--- src/pkg/dls_pkg.sv ---
// Constants and types shared by the display link serializer and its FIFO.
// Assumes a single 40 MHz core clock; all link pins are sampled by it.
`default_nettype none
package dls_pkg;
   // ------------------------------------------------------------
   // Word and lane geometry
   // ------------------------------------------------------------
   localparam int unsigned DLS_WORD_W    = 28;     // Parallel pixel word
   localparam int unsigned DLS_LANES     = 4;      // Serial data lanes
   localparam int unsigned DLS_SLOTS     = 7;      // Bits per lane per word
   localparam int unsigned DLS_FIFO_D    = 32;     // Words buffered
   // Forwarded clock pattern, slot 0 first: two high, three low, two high
   localparam logic [6:0]  DLS_CLK_PAT   = 7'h63;
   localparam logic [27:0] DLS_IDLE_WORD = 28'h0000000;
   // ------------------------------------------------------------
   // Timing
   // ------------------------------------------------------------
   localparam int unsigned DLS_MCLK_MHZ   = 40;    // Core clock rate
   localparam int unsigned DLS_STRB_MIN_MHZ = 20;  // Slowest strobe clock
   localparam int unsigned DLS_STRB_MAX_MHZ = 85;  // Fastest strobe clock
   // Longest legal strobe period in core cycles, rounded up
   localparam int unsigned DLS_STRB_MAX_CYC =
      (DLS_MCLK_MHZ + DLS_STRB_MIN_MHZ - 1) / DLS_STRB_MIN_MHZ;
   // No edge for this many cycles means the strobe clock has stopped
   localparam logic [7:0]  DLS_STALL_CYC = 8'(DLS_STRB_MAX_CYC * 32);
   localparam logic [7:0]  DLS_FREE_PER  = 8'h08;  // Free-running period
   localparam logic [7:0]  DLS_PER_MIN   = 8'h07;  // One slot per cycle
   localparam logic [7:0]  DLS_PER_RST   = 8'h08;  // Period after reset
   localparam logic [2:0]  DLS_SLOT_LAST = 3'h6;
   // Serializer state
   typedef enum logic [1:0] {DLS_OFF, DLS_FREE, DLS_LOCKED} dls_mode_t;
endpackage
`default_nettype wire

--- src/core/dls_fifo.sv ---
// Synchronous FIFO of flip-flops with valid/ready on both sides.
// Assumes one clock, asynchronous active-high reset and a clock enable.
`default_nettype none
module dls_fifo
   import dls_pkg::*;
#(
   parameter int unsigned WIDTH = DLS_WORD_W,
   parameter int unsigned DEPTH = DLS_FIFO_D
) (
   input  wire logic             clk_in,      // Core clock
   input  wire logic             rst_in,      // Async reset, high
   input  wire logic             ce_in,       // Clock enable
   input  wire logic             in_valid_in, // Word offered
   output logic                  in_ready_out,// Space free
   input  wire logic [WIDTH-1:0] in_data_in,  // Word in
   output logic                  out_valid_out,// Word available
   input  wire logic             out_ready_in,// Word taken
   output logic [WIDTH-1:0]      out_data_out // Oldest word
);
   localparam int unsigned AW = $clog2(DEPTH);
   // ------------------------------------------------------------
   // Storage and pointers
   // ------------------------------------------------------------
   logic [WIDTH-1:0] mem_q [DEPTH];
   logic [AW-1:0]    wr_q, rd_q;
   logic [AW:0]      cnt_q;
   wire              push_w = in_valid_in && in_ready_out;
   wire              pop_w  = out_valid_out && out_ready_in;

   // Full and empty from the fill count
   assign in_ready_out  = (cnt_q != (AW+1)'(DEPTH));
   assign out_valid_out = (cnt_q != '0);
   assign out_data_out  = mem_q[rd_q];

   // Word storage, no reset needed
   always_ff @(posedge clk_in) begin
      if (ce_in && push_w) mem_q[wr_q] <= in_data_in;
   end

   // Pointer and count update
   always_ff @(posedge clk_in or posedge rst_in) begin
      if (rst_in) begin
         wr_q  <= '0;
         rd_q  <= '0;
         cnt_q <= '0;
      end else if (ce_in) begin
         if (push_w) wr_q <= AW'(wr_q + 1'b1);
         if (pop_w) rd_q <= AW'(rd_q + 1'b1);
         cnt_q <= (AW+1)'(cnt_q + push_w - pop_w);
      end
   end
endmodule
`default_nettype wire

--- src/core/dls_serializer.sv ---
// Transmit side of a 28-to-4 flat-panel display link serializer.
// Assumes all pins are asynchronous to mclk_in and are synchronised here;
// lane drivers are three-state, given as a level and an enable per line.
`default_nettype none
module dls_serializer
   import dls_pkg::*;
(
   input  wire logic                  mclk_in,                  // Core clock
   input  wire logic                  rst_in,                   // Async reset, high
   input  wire logic                  ce_in,                    // Clock enable
   input  wire logic [DLS_WORD_W-1:0] parallel_pixel_inputs_in, // Pixel word pins
   input  wire logic                  input_strobe_clock_in,    // Strobe clock pin
   input  wire logic                  strobe_edge_select_in,    // 1 rising, 0 falling
   input  wire logic                  power_down_n_in,          // Power-down, low
   output logic                       capture_ready_out,        // FIFO has space
   output logic [DLS_LANES-1:0]       serial_data_lanes_out,    // Lane levels
   output logic [DLS_LANES-1:0]       serial_data_lanes_oe_out, // Lane drive enables
   output logic                       forwarded_link_clock_out, // Clock lane level
   output logic                       forwarded_link_clock_oe_out // Clock lane enable
);
   // ------------------------------------------------------------
   // Pin synchronisers
   // ------------------------------------------------------------
   logic [DLS_WORD_W-1:0] pix_s1_q, pix_s2_q;
   logic [2:0]            ctl_s1_q, ctl_s2_q;
   logic                  strb_d1_q;

   // Two flops on every pin before any logic
   always_ff @(posedge mclk_in or posedge rst_in) begin
      if (rst_in) begin
         pix_s1_q <= '0;
         pix_s2_q <= '0;
         ctl_s1_q <= '0;
         ctl_s2_q <= '0;
         strb_d1_q <= 1'b0;
      end else if (ce_in) begin
         pix_s1_q <= parallel_pixel_inputs_in;
         pix_s2_q <= pix_s1_q;
         ctl_s1_q <= {power_down_n_in, strobe_edge_select_in, input_strobe_clock_in};
         ctl_s2_q <= ctl_s1_q;
         strb_d1_q <= ctl_s2_q[0];
      end
   end

   wire strb_w    = ctl_s2_q[0];
   wire rise_sel_w = ctl_s2_q[1];
   wire pwr_on_w  = ctl_s2_q[2];

   // ------------------------------------------------------------
   // Strobe edge detection and capture
   // ------------------------------------------------------------
   wire rise_w   = strb_w && !strb_d1_q;
   wire fall_w   = !strb_w && strb_d1_q;
   wire strobe_w = rise_sel_w ? rise_w : fall_w;
   wire cap_w    = strobe_w && pwr_on_w;

   // Captured words queue for the serializer
   logic                  fifo_valid_w;
   logic [DLS_WORD_W-1:0] fifo_data_w;
   logic                  fifo_pop_w;

   dls_fifo #(
      .WIDTH (DLS_WORD_W),
      .DEPTH (DLS_FIFO_D)
   ) u_fifo (
      .clk_in        (mclk_in),
      .rst_in        (rst_in),
      .ce_in         (ce_in),
      .in_valid_in   (cap_w),
      .in_ready_out  (capture_ready_out),
      .in_data_in    (pix_s2_q),
      .out_valid_out (fifo_valid_w),
      .out_ready_in  (fifo_pop_w),
      .out_data_out  (fifo_data_w)
   );

   // ------------------------------------------------------------
   // Strobe period tracking
   // ------------------------------------------------------------
   logic [7:0] gap_q, per_q;
   wire        stalled_w = (gap_q >= DLS_STALL_CYC);
   wire [7:0]  gap_inc_w = stalled_w ? gap_q : 8'(gap_q + 8'h01);
   wire [7:0]  meas_w    = (gap_inc_w < DLS_PER_MIN) ? DLS_PER_MIN : gap_inc_w;

   // Period between strobes, free period once stalled
   always_ff @(posedge mclk_in or posedge rst_in) begin
      if (rst_in) begin
         gap_q <= '0;
         per_q <= DLS_PER_RST;
      end else if (ce_in) begin
         if (strobe_w) begin
            gap_q <= '0;
            per_q <= meas_w;
         end else begin
            gap_q <= gap_inc_w;
            if (stalled_w) per_q <= DLS_FREE_PER;
         end
      end
   end

   // ------------------------------------------------------------
   // Slot timing: seven slot ticks per measured period
   // ------------------------------------------------------------
   logic [7:0] acc_q;
   wire  [8:0] acc_sum_w = {1'b0, acc_q} + 9'(DLS_SLOTS);
   wire        tick_w    = (acc_sum_w >= {1'b0, per_q});
   wire  [8:0] acc_nxt_w = tick_w ? (acc_sum_w - {1'b0, per_q}) : acc_sum_w;

   // ------------------------------------------------------------
   // Serializer state
   // ------------------------------------------------------------
   dls_mode_t             mode_q, mode_d;
   logic [2:0]            slot_q;
   logic [DLS_WORD_W-1:0] word_q;
   wire  slot_end_w = tick_w && (slot_q == DLS_SLOT_LAST);
   // A new frame starts on each strobe, or wraps when free-running
   wire  frame_w    = pwr_on_w && (strobe_w || slot_end_w);
   wire  locked_w   = !stalled_w || strobe_w;

   assign fifo_pop_w = frame_w && fifo_valid_w;

   // Mode follows power-down and strobe activity
   always_comb begin
      mode_d = mode_q;
      unique case (mode_q)
         DLS_OFF:    if (pwr_on_w) mode_d = locked_w ? DLS_LOCKED : DLS_FREE;
         DLS_FREE:   if (!pwr_on_w) mode_d = DLS_OFF; else if (locked_w) mode_d = DLS_LOCKED;
         DLS_LOCKED: if (!pwr_on_w) mode_d = DLS_OFF; else if (!locked_w) mode_d = DLS_FREE;
      endcase
   end

   // Frame restart on the strobe keeps the clock lane in phase
   always_ff @(posedge mclk_in or posedge rst_in) begin
      if (rst_in) begin
         mode_q <= DLS_OFF;
         slot_q <= '0;
         acc_q  <= '0;
         word_q <= DLS_IDLE_WORD;
      end else if (ce_in) begin
         mode_q <= mode_d;
         if (!pwr_on_w) begin
            slot_q <= '0;
            acc_q  <= '0;
         end else if (frame_w) begin
            slot_q <= '0;
            acc_q  <= '0;
            word_q <= fifo_valid_w ? fifo_data_w : DLS_IDLE_WORD;
         end else begin
            acc_q <= acc_nxt_w[7:0];
            if (tick_w) slot_q <= 3'(slot_q + 3'h1);
         end
      end
   end

   // ------------------------------------------------------------
   // Lane bit selection
   // ------------------------------------------------------------
   // Lane l, slot s carries word bit l*7 + (6 - s), most significant first
   function automatic logic lane_bit(input logic [DLS_WORD_W-1:0] w,
                                     input int unsigned lane,
                                     input logic [2:0] slot);
      lane_bit = w[lane * DLS_SLOTS + (DLS_SLOTS - 1) - 32'(slot)];
   endfunction

   logic [DLS_LANES-1:0] lane_d;
   logic [DLS_LANES-1:0] lane_q;
   logic                 clk_q;
   wire                  drive_w = (mode_q != DLS_OFF);
   wire                  drive_nxt_w = (mode_d != DLS_OFF);
   wire                  clk_d   = DLS_CLK_PAT[DLS_SLOT_LAST - slot_q];

   genvar gl;
   generate
      for (gl = 0; gl < DLS_LANES; gl++) begin : g_lane
         assign lane_d[gl] = lane_bit(word_q, gl, slot_q);
      end
   endgenerate

   // Registered line levels, following the next mode so they drop with the enables
   always_ff @(posedge mclk_in or posedge rst_in) begin
      if (rst_in) begin
         lane_q <= '0;
         clk_q  <= 1'b0;
      end else if (ce_in) begin
         lane_q <= drive_nxt_w ? lane_d : '0;
         clk_q  <= drive_nxt_w ? clk_d : 1'b0;
      end
   end

   // Drivers released while powered down
   assign serial_data_lanes_out       = lane_q;
   assign forwarded_link_clock_out    = clk_q;
   assign serial_data_lanes_oe_out    = {DLS_LANES{drive_w}};
   assign forwarded_link_clock_oe_out = drive_w;
endmodule
`default_nettype wire

--- config.mk ---
export PLATFORM = sky130hd
export DESIGN_NAME = dls_serializer
export DESIGN_NICKNAME = d
export VERILOG_FILES = /design/src/pkg/dls_pkg.sv /design/src/core/dls_fifo.sv /design/src/core/dls_serializer.sv
export SDC_FILE = /design/constraint.sdc
export NUM_CORES = 1
export LEC_CHECK = 0
export ABC_AREA = 1
export BUFFER_PORTS_ARGS = -buffer_cell sky130_fd_sc_hd__buf_2
export CAP_MARGIN = 20
export CORE_MARGIN = 2
export CORE_UTILIZATION = 45
export CTS_BUF_LIST = sky130_fd_sc_hd__clkbuf_16
export DETAILED_ROUTE_END_ITERATION = 12
export SLEW_MARGIN = 10
export SYNTH_ARGS = -nofsm -noshare
export SYNTH_HDL_FRONTEND = slang
export SYNTH_SLANG_ARGS = --single-unit
--- constraint.sdc ---
create_clock -name mclk_in -period 4.8 [get_ports mclk_in]
set_input_delay 0.72 -clock mclk_in [delete_from_list [all_inputs] [get_ports mclk_in]]
set_output_delay 0.72 -clock mclk_in [all_outputs]
set_load 0.005 [all_outputs]
**After elaboration in Yosys (flattened, before gate mapping)**

Memory sizes are Yosys's and may differ from the RTL's.
Index checks and enable logic that the tools add are counted.

- Bits in read-only memories: 8
- Word-level logic and storage cells: 101
- Memories kept: 2
- Bits in writable memories: 896
- Input port bits: 34
- Output and inout bits: 11
- Register bits: 141

Memory list:

| name | words | width | read ports | clocked after Yosys merged registers in | write ports | line | RTL |
|---|---|---|---|---|---|---|---|
| u_fifo.mem_q | 32 | 28 | 1 | 0 | 1 | dls_fifo.sv:24 | `logic [WIDTH-1:0] mem_q [DEPTH];` |
| (no name shown) | 8 | 1 | 1 | 0 | 0 | dls_serializer.sv:170 | `wire clk_d = DLS_CLK_PAT[DLS_SLOT_LAST - slot_q];` |

- Multiplexer cells: 33
- Reductions and logical operators: 24
- Magnitude comparators: 8
- Eq/ne operators: 5
- Add/sub/neg operators: 13

Operators with widths:

| kind | number |
|---|---|
| < comparator 32 x 6 -> 1 bit (second input constant) | 4 |
| two-way mux 8 bit | 8 |
| two-way mux 28 bit | 1 |
| binary-select mux 1 bit (select 5 bit) | 4 |
| two-way mux 2 bit | 6 |
| subtractor 5 x 3 -> 6 bit (first input constant) | 2 |
| adder 5 x 1 -> 5 bit (second input constant) | 2 |
| adder 8 x 3 -> 9 bit (second input constant) | 1 |
| >= comparator 9 x 8 -> 1 bit | 1 |
| logical AND 1 bit | 9 |
| two-way mux 1 bit | 9 |
| two-way mux 3 bit | 3 |
| adder 8 x 1 -> 8 bit (second input constant) | 1 |
| >= comparator 8 x 7 -> 1 bit (second input constant) | 1 |
| < comparator 8 x 3 -> 1 bit (second input constant) | 1 |
| AND reduction 2 bit | 4 |
| subtractor 8 bit | 1 |
| adder 6 x 1 -> 6 bit | 1 |
| != test 6 bit (second input constant) | 1 |
| one-hot mux 2 bit (3 select lines) | 1 |
| nonzero test 2 bit | 3 |
| nonzero test 6 bit | 1 |
| subtractor 6 x 1 -> 6 bit | 1 |
| subtractor 4 x 3 -> 5 bit (first input constant) | 1 |
| other kinds (13) | 16 |

**Depth between registers and ports, before layout**

Gate-level depths: netlist (run 1).

- Word-level depth: 9
- Gate-level depth with buffers: 28
- Mapped depth without buffers: 27

**Cells and area by module**

From an unflattened synthesis (run 1), not the netlist that was laid out.

- Cells, all modules: 4514
- Area, all modules: 45637.5 µm²

Modules (own cells, without submodules):

| module | seq. area each (µm²) | cells an instance | times used | area an instance (µm²) |
|---|---|---|---|---|
| dls_fifo | 27306.2 | 3601 | 1 | 38821.0 |
| dls_serializer | 3129.3 | 913 | 1 | 6816.5 |

**Worst setup path before layout (run 1)**

Ideal clock, no wire load.

- Path type: register -> register
- Start point: register acc_q[0]
- End point: register u_fifo.cnt_q[4]
- Cell stages (with the launch flop): 27
- Slack: 1.171 ns
- Setup time: 0.134 ns
- Clock period less this slack: 3.629 ns
- Data arrival time: 3.495 ns
- Path through: dfrtp_1 -> inv_1 -> ha_1 -> nand2_1 -> a21o_1 -> nand2_1 -> inv_1 -> ha_1 -> nand2_1 -> inv_1 -> nand2_1 -> nand3_1 -> nand2_2 -> nand3_2 -> nand2_2 -> nand2_2 -> buf_2 -> inv_1 -> nor2_1 -> ha_1 -> inv_1 -> ha_1 -> fa_1 -> a21oi_1 -> o21ai_0 -> xnor2_1 -> o21ai_0

- Longest elaborated chain between the ends: 8

RTL lines:

| element | line | RTL |
|---|---|---|
| from (decl) | dls_serializer.sv:104 | `logic [7:0] acc_q;` |
| from (signal assigned) | dls_serializer.sv:149 | `acc_q <= acc_nxt_w[7:0];` |
| adder 8 x 3 -> 9 bit | dls_serializer.sv:105 | `wire [8:0] acc_sum_w = {1'b0, acc_q} + 9'(DLS_SLOTS);` |
| >= comparator 9 x 8 -> 1 bit | dls_serializer.sv:106 | `wire tick_w = (acc_sum_w >= {1'b0, per_q});` |
| logical AND 1 bit | dls_serializer.sv:115 | `wire slot_end_w = tick_w && (slot_q == DLS_SLOT_LAST);` |
| logical OR 1 bit | dls_serializer.sv:117 | `wire frame_w = pwr_on_w && (strobe_w \|\| slot_end_w);` |
| logical AND 1 bit | dls_serializer.sv:117 |  |
| logical AND 1 bit | dls_serializer.sv:120 | `assign fifo_pop_w = frame_w && fifo_valid_w;` |
| logical AND 1 bit | dls_fifo.sv:28 | `wire pop_w = out_valid_out && out_ready_in;` |
| subtractor 6 x 1 -> 6 bit | dls_fifo.sv:49 | `cnt_q <= (AW+1)'(cnt_q + push_w - pop_w);` |
| to (signal assigned) | dls_fifo.sv:49 |  |
| to (decl) | dls_fifo.sv:26 | `logic [AW:0] cnt_q;` |

Every way passes these cells.
A chain may end at the register's enable or synchronous reset.

**Worst setup path after layout (run 1)**

Ends and elaborated chain as after synthesis.

==> impl_results.md, run 1 <==
* Final worst clock skew at 0.0451 ns
* Drc violations at 0
* Synth top area share at approximately 60%
* DP HPWL at 67300 µm
* Clk pwr share at between 30% and 40%
* Total CTS buffers at 106
* Synth Area per Inst at about 11 µm²
* Final cycle utilization of the critical path at a little under 90%
* Sequential area share after synthesis at 68.4%
* Crit Path Class: register to register
* Vias/cell at 5.29
* Dominant cell type by area after synthesis: edfxtp_1
* Cell Area, Synth at 44500 µm²
* Synth unique cells at 39
* Final hold viol count at 0
* CTS tree: yes
* Area growth, synth to finish at 12.2%
* Largest net degree at the start of global routing at 168
* Reg2Reg Launch Point: acc_q[0]
* Final min period at 4.22 ns
* Die width at between 300 and 400 µm
* Max Slew Vio Count at 0
* R2R depth at 23
* Worst IR drop on VDD at between 500 and 600 µV
* Initial antenna violation count at 5
* Worst endpoint required time at 5.30 ns
* Gpl congestion at between 0.8 and 0.9
* Status: completed
* NetSw at 9.57 mW
* Grt ovf at 0
* Max-Cap Viols at 0
* Slew @ Worst Pin at 1.10 ns
* CTS sink cnt at roughly 1000
* Die Height at roughly 320 µm
* DR iter-0 viols at 3262
* GRT Total Usage at 23.4%
* Critical path's slowest cell: fa_1
* Largest cells by area after synthesis: edfxtp_1, nand2_1, dfrtp_1
* Commonest non-fill, non-tap cell in the layout: nand2_1
* Cell row count at 115
* Vias at slightly below 30000
* Commonest non-fill, non-tap cells in the layout: nand2_1, edfxtp_1, inv_1
* Worst hold path class: input pin to asynchronous set/reset pin
* PortBufs at between 40 and 50
* Wire per inst at 21.2 µm
* Flop pwr share at 40.1%
* Critical Path AT at approximately 4.7 ns
* Worst skew pair latency at 0.70 ns
* Yosys warns at 0
* Post-Syn Instances at 4225
* Vias in the first global route at 28400
* First-pass GRT wire length at 180000 µm
* DRT Wirelength at 119000 µm
* Final setup violation count at 0
* Final core utilization at 50.8%
* Max H-tree Level at 3
* CP max FO at 15
* Routed Antenna Nets at 0
* Post-CTS setup buffers at 0
* DIE AREA at 101000 µm²
* Reg2reg setup slack at roughly 0.58 ns
* Relative slew margins at 26.7%
* Placement Cell Area at 46200 µm²
* 1st-pass router iterations at 7
* Leak at 20.0 nW
* P per Cell Area at 540 nW/µm²
* Worst path cell trace: inv_1 -> ha_1 -> nand2_1 -> a21o_1 -> nand2_1 -> inv_1 -> ha_1 -> a21oi_1 -> nand3_1 -> nand2_2 -> nand3_2 -> nand2_2 -> nand2_2 -> inv_1 -> nor2_1 -> ha_1 -> inv_1 -> ha_1 -> fa_1 -> a21oi_1 -> o21ai_0 -> xnor2_1 -> o21ai_0
* CTS root buf: clkbuf_16
* Aggregate negative setup slack at 0 ns
* Fin area at between 40000 and 50000 µm²
* Clk buf depth at 3
* Share of cells above drive strength 1 at 7.83%
* Post-synth net total at 4295
* Final Net Count at 4311
* Combinational Power Share at slightly below 30%
* Fmax at approximately 0.24 GHz
* Nature of the critical path endpoint: register
* CTS clock-pin slew for the worst setup and hold paths at 0.07 ns
* Num ports at 45
* Antenna Cells at 0
* Core Area at 98300 µm²
* Tot Pwr at 27.0 mW
* Crit-path max cell delay at 0.43 ns
* Post-CTS Hold Fix Bufs at 0
* RSZ-0062 raised after global routing: no
* Crit path from: acc_q[0]
* Tightest hold margin at a little under 0.1 ns
* Cell internal pwr at 17.4 mW
* Starting density of the core at a little under half
* Synth Register Bits at just over 1000
* Sw frac at 35.5%
* Startpoint type of the worst setup path: register
* CTS resizes at 0
[stage by stage]
step                setup WS (ns)  std cells
detailed placement          0.591       5408
global placement            0.573       5406
global route                0.128       5617
finish                      0.580       5617
floorplan                   0.300       4225
CTS                         0.565       5605
[power by group through the flow]
stage / Combinational (mW) / Clock (mW) / Sequential [mW]
2_1_floorplan: 5.66 / 0 / 10.8
3_3_place_gp: 7.77 / 0 / 11.1
3_5_place_dp: 7.80 / 0 / 11.1
4_1_cts: 7.84 / 8.32 / 10.9
5_1_grt: 8.94 / 8.68 / 10.8
6_report: 7.95 / 8.21 / 10.8
[cell type report]
type,instances,area [µm²]
Timing Repair Buffer,132,1240
Fill cell,8652,48300
Inverter,439,1670
Clock buffer,109,2730
Tap cell,1287,1610
Clock inverter,88,754
Sequential cell,1037,30400
Multi-Input combinational cell,2525,11500
[logic make-up (layout without fill, tap and decap cells)]
group / count (synthesis) / after routing / share of synthesized area (%)
xor gates and xnor gates: 22 / 22 / 0.433
DFF: 1037 / 1037 / 68.4
AOI/OAI and AO/OA: 497 / 497 / 5.95
adders and majority gates: 36 / 36 / 1.05
and+or+nand+nor: 1969 / 1969 / 17.9
buffers and inverters: 663 / 768 / 6.29
muxes: 1 / 1 / 0.0225
[Yosys cell counts (all sizes together)]
cell,number
nand2,1133
edfxtp,896
inv,436
nor2,421
nand3,396
o21ai,370
dfrtp,140
buf,137
clkbuf,87
a21oi,56
o211ai,51
ha,34
xor2,17
nand4,14
o22ai,13
xnor2,5
clkinv,3
nor3,3
a211oi,2
a22oi,2
fa,2
a21o,1
and2,1
dfstp,1
mux2i,1
nand3b,1
o21a,1
o21bai,1
[routing by layer]
| metal | up-vias | global-route usage [%] | routed length [µm] |
|---|---|---|---|
| li1 | 14100 | - | - |
| met4 | 0 | 7.36 | 3110 |
| met3 | 166 | 3.42 | 8460 |
| met5 | - | 0 | 0 |
| met1 | 14400 | 32.9 | 51600 |
| met2 | 1062 | 37.7 | 55900 |
[sequential cells by signal, indices dropped and copies added (netlist names)]
register                  count
per_q                         8
ctl_s1_q                      3
serial_data_lanes_out         4
gap_q                         8
pix_s1_q                     28
acc_q                         8
strb_d1_q                     1
u_fifo.mem_q                896
word_q                       28
mode_q                        2
forwarded_link_clock_out      1
u_fifo.cnt_q                  6
slot_q                        3
pix_s2_q                     28
ctl_s2_q                      3
u_fifo.rd_q                   5
u_fifo.wr_q                   5
[critical path, delay by kind of cell, from the launching register on]
kind                       cells  cell delay [ns]
AOI/OAI and AO/OA              5             0.74
xor gates and xnor gates       1             0.14
adders and majority gates      5             1.41
buffers and inverters          4             0.32
DFF                            1             0.39
and+or+nand+nor                8             1.05
[final timing paths]
path	end
max	u_fifo.cnt_q[4]
min	pix_s1_q[18]
max reg2reg	u_fifo.cnt_q[4]
min reg2reg	pix_s2_q[1]
max in group asynchronous	ctl_s2_q[2]
min in group mclk_in	pix_s1_q[26]
Note: power is estimated with default switching activity, not from simulation.
==> inputs of run 2 (changes only) <==
clock period = 5.2 ns   (was 4.8 ns; I/O delays follow)
==> run 2 against run 1 <==
  * Via count is essentially flat
  * Sequential power shrank 8%
  * Non-clock buffer count shrank 3
  * First-iteration DRC count shrank 8.1%
  * Critical endpoint unchanged
==> impl_results.md, run 2 (synthesis results as in run 1) <==
* Drc violations at 0 (unchanged)
* FILL cells at 8612 (-0.46%)
* Final min period at 4.19 ns (-0.0273 ns)
* Final hold viol count at 0 (unchanged)
* Critical Path AT at 4.72 ns (about the same)
* Final cycle utilization of the critical path at 80.6% (-7.3 points)
* CP max FO at 15 (unchanged)
* GRT Total Usage at 23.4% (about the same)
* Grt ovf at 0 (unchanged)
* Fmax at 0.239 GHz (+0.65%)
* Share of cells above drive strength 1 at 7.63% (-0.20 points)
* Worst hold path class: input pin to asynchronous set/reset pin
* Startpoint type of the worst setup path: register
* Commonest non-fill, non-tap cells in the layout: nand2_1, edfxtp_1, inv_1
* Vias/cell at 5.29 (about the same)
* Commonest non-fill, non-tap cell in the layout: nand2_1
* M1 wire length at 52300 µm (+1.3%)
* Tightest hold margin at 0.204 ns (+0.106 ns)
* 1st-pass router iterations at 6 (-1)
* Num ports at 45 (unchanged)
* Max reg flops at 896 (unchanged)
* RSZ-0062 raised after global routing: no
* Max Slew Vio Count at 0 (unchanged)
* DR iter-0 viols at 2997 (-8.1%)
* Largest net degree at the start of global routing at 176 (+4.8%)
* Final Net Count at 4311 (unchanged)
* CTS root buf: clkbuf_16
* Cell row count at 115 (unchanged)
* Clk buf depth at 3 (unchanged)
* Worst endpoint required time at 5.73 ns (+0.43 ns)
* Vias in the first global route at 28400 (+0.049%)
* First-pass GRT wire length at 180000 µm (+0.21%)
* Die Height at 318 µm (unchanged)
* Wire per inst at 21.3 µm (+0.31%)
* Status: completed
* DR top layer: met4
* Final std cells w/o fill at 5623 (+0.11%)
* CTS sink cnt at 1037 (unchanged)
* Max H-tree Level at 3 (unchanged)
* CTS tree: yes
* Routed Antenna Nets at 0 (unchanged)
* Worst skew pair latency at 0.71 ns (about the same)
* Gpl congestion at 0.851 (+4.0%)
* Area growth, synth to finish at 12.5%
* DIE AREA at 101000 µm² (unchanged)
* Leak at 20.1 nW (+0.46%)
* Slew @ Worst Pin at 1.16 ns (+0.0637 ns)
* Final core utilization at 50.9% (+0.11 points)
* Vias at 29700 (+0.047%)
* Antenna Cells at 0 (unchanged)
* Worst path cell trace: inv_1 -> ha_1 -> nand2_1 -> a21o_1 -> nand2_1 -> inv_1 -> ha_1 -> a21oi_1 -> nand3_1 -> nand2_2 -> nand3_2 -> nand2_2 -> nand2_2 -> inv_1 -> nor2_1 -> ha_1 -> inv_1 -> ha_1 -> fa_1 -> a21oi_1 -> o21ai_0 -> xnor2_1 -> o21ai_0
* Crit-path max cell delay at 0.43 ns (about the same)
* CTS resizes at 0 (unchanged)
* WL met3 at 7950 µm (-6.1%)
* Initial antenna violation count at 1 (-4)
* Starting density of the core at 45.3% (unchanged)
* Aggregate negative setup slack at 0 ns (unchanged)
* DRT Wirelength at 120000 µm (+0.42%)
* Crit Path Class: register to register
* Post-CTS Hold Fix Bufs at 0 (unchanged)
* CTS clock-pin slew for the worst setup and hold paths at 0.06 ns (about the same)
* CP delay by family, top: adder cells
* Total CTS buffers at 109 (+2.8%)
* PortBufs at 44 (unchanged)
* Post-CTS setup buffers at 0 (unchanged)
* Final setup violation count at 0 (unchanged)
* Critical path's slowest cell: fa_1
* P per Cell Area at 500 nW/µm² (-7.4%)
* Wire length on met2 at 56900 µm (+1.7%)
* Die width at 318 µm (unchanged)
* Inst Count DP at 5404 (-0.074%)
* Max-Cap Viols at 0 (unchanged)
* DP HPWL at 65700 µm (-2.4%)
* Most flops, register: u_fifo.mem_q
* Worst IR drop on VDD at 367 µV (-32%)
* Core Area at 98300 µm² (unchanged)
* Worst path bufs/invs at 4 (unchanged)
* Relative slew margins at 22.4% (-4.2 points)
* Nature of the critical path endpoint: register
* Final worst clock skew at 0.0328 ns (-0.0123 ns)
[run 2: cell count changes in the layout (fill, tap and decap cells not counted), moves of 2 or more]
| cell | delta |
|---|---|
| buf_12 | -2 |
| buf_16 | +3 |
| buf_4 | -3 |
| buf_8 | -2 |
| clkbuf_16 | +3 |
| clkinv_1 | -2 |
| clkinv_2 | -7 |
| inv_1 | +15 |
[run 2: final timing paths]
kind | start | slack (ns) | cells after the start | endpoint
worst max-delay path | acc_q[0] | 1.01 | 23 | u_fifo.cnt_q[4]
worst min-delay path | rst_in | 0.20 | 2 | pix_s1_q[5]
worst max register to register | acc_q[0] | 1.01 | 23 | u_fifo.cnt_q[4]
worst min register to register | ctl_s1_q[0] | 0.47 | 2 | ctl_s1_q[0]
max in group asynchronous | rst_in | 3.87 | 3 | pix_s1_q[2]
min in group mclk_in | parallel_pixel_inputs_in[5] | 0.28 | 3 | pix_s1_q[5]
[run 2: through the flow]
stage / total power, mW / worst slack, ns / instance area [µm²]
floorplan: 15.2 / 0.640 / 44500
global placement: 17.3 / 1.02 / 46100
detailed placement: 17.3 / 1.01 / 46200
CTS: 25.1 / 0.988 / 49800
global route: 26.4 / 0.578 / 50100
finish: 25.0 / 1.01 / 50100
[run 2: final cells by class]
type                       instances  area (µm²)  area share, %
sequential                      1037       30400           60.8
tap                             1287        1610           3.22
multi-input combinational       2525       11500           23.0
clock inverter                    94         791           1.58
inverter                         439        1670           3.34
timing repair buffer             129        1240           2.47
clock buffer                     112        2800           5.60
[run 2: where the power goes]
group / internal (mW) / switching [mW] / total (mW)
registers: 9.52 / 0.463 / 9.99
clock network: 4.49 / 3.27 / 7.76
logic: 2.17 / 5.10 / 7.28
[run 2: routing by layer]
metal / track usage (%) / up-vias
met4: 6.29 / 0
met3: 3.00 / 156
met2: 38.2 / 965
met1: 33.2 / 14400
met5: 0 / -
li1: - / 14200
[run 2: worst register-to-register path: stages (launching register included)]
cell	delay (ns)
dfrtp_1	0.39
inv_1	0.10
ha_1	0.19
nand2_1	0.12
a21o_1	0.17
nand2_1	0.05
inv_1	0.05
ha_1	0.33
a21oi_1	0.24
nand3_1	0.16
nand2_2	0.11
nand3_2	0.23
nand2_2	0.17
nand2_2	0.17
inv_1	0.12
nor2_1	0.05
ha_1	0.26
inv_1	0.04
ha_1	0.20
fa_1	0.43
a21oi_1	0.13
o21ai_0	0.10
xnor2_1	0.14
o21ai_0	0.09
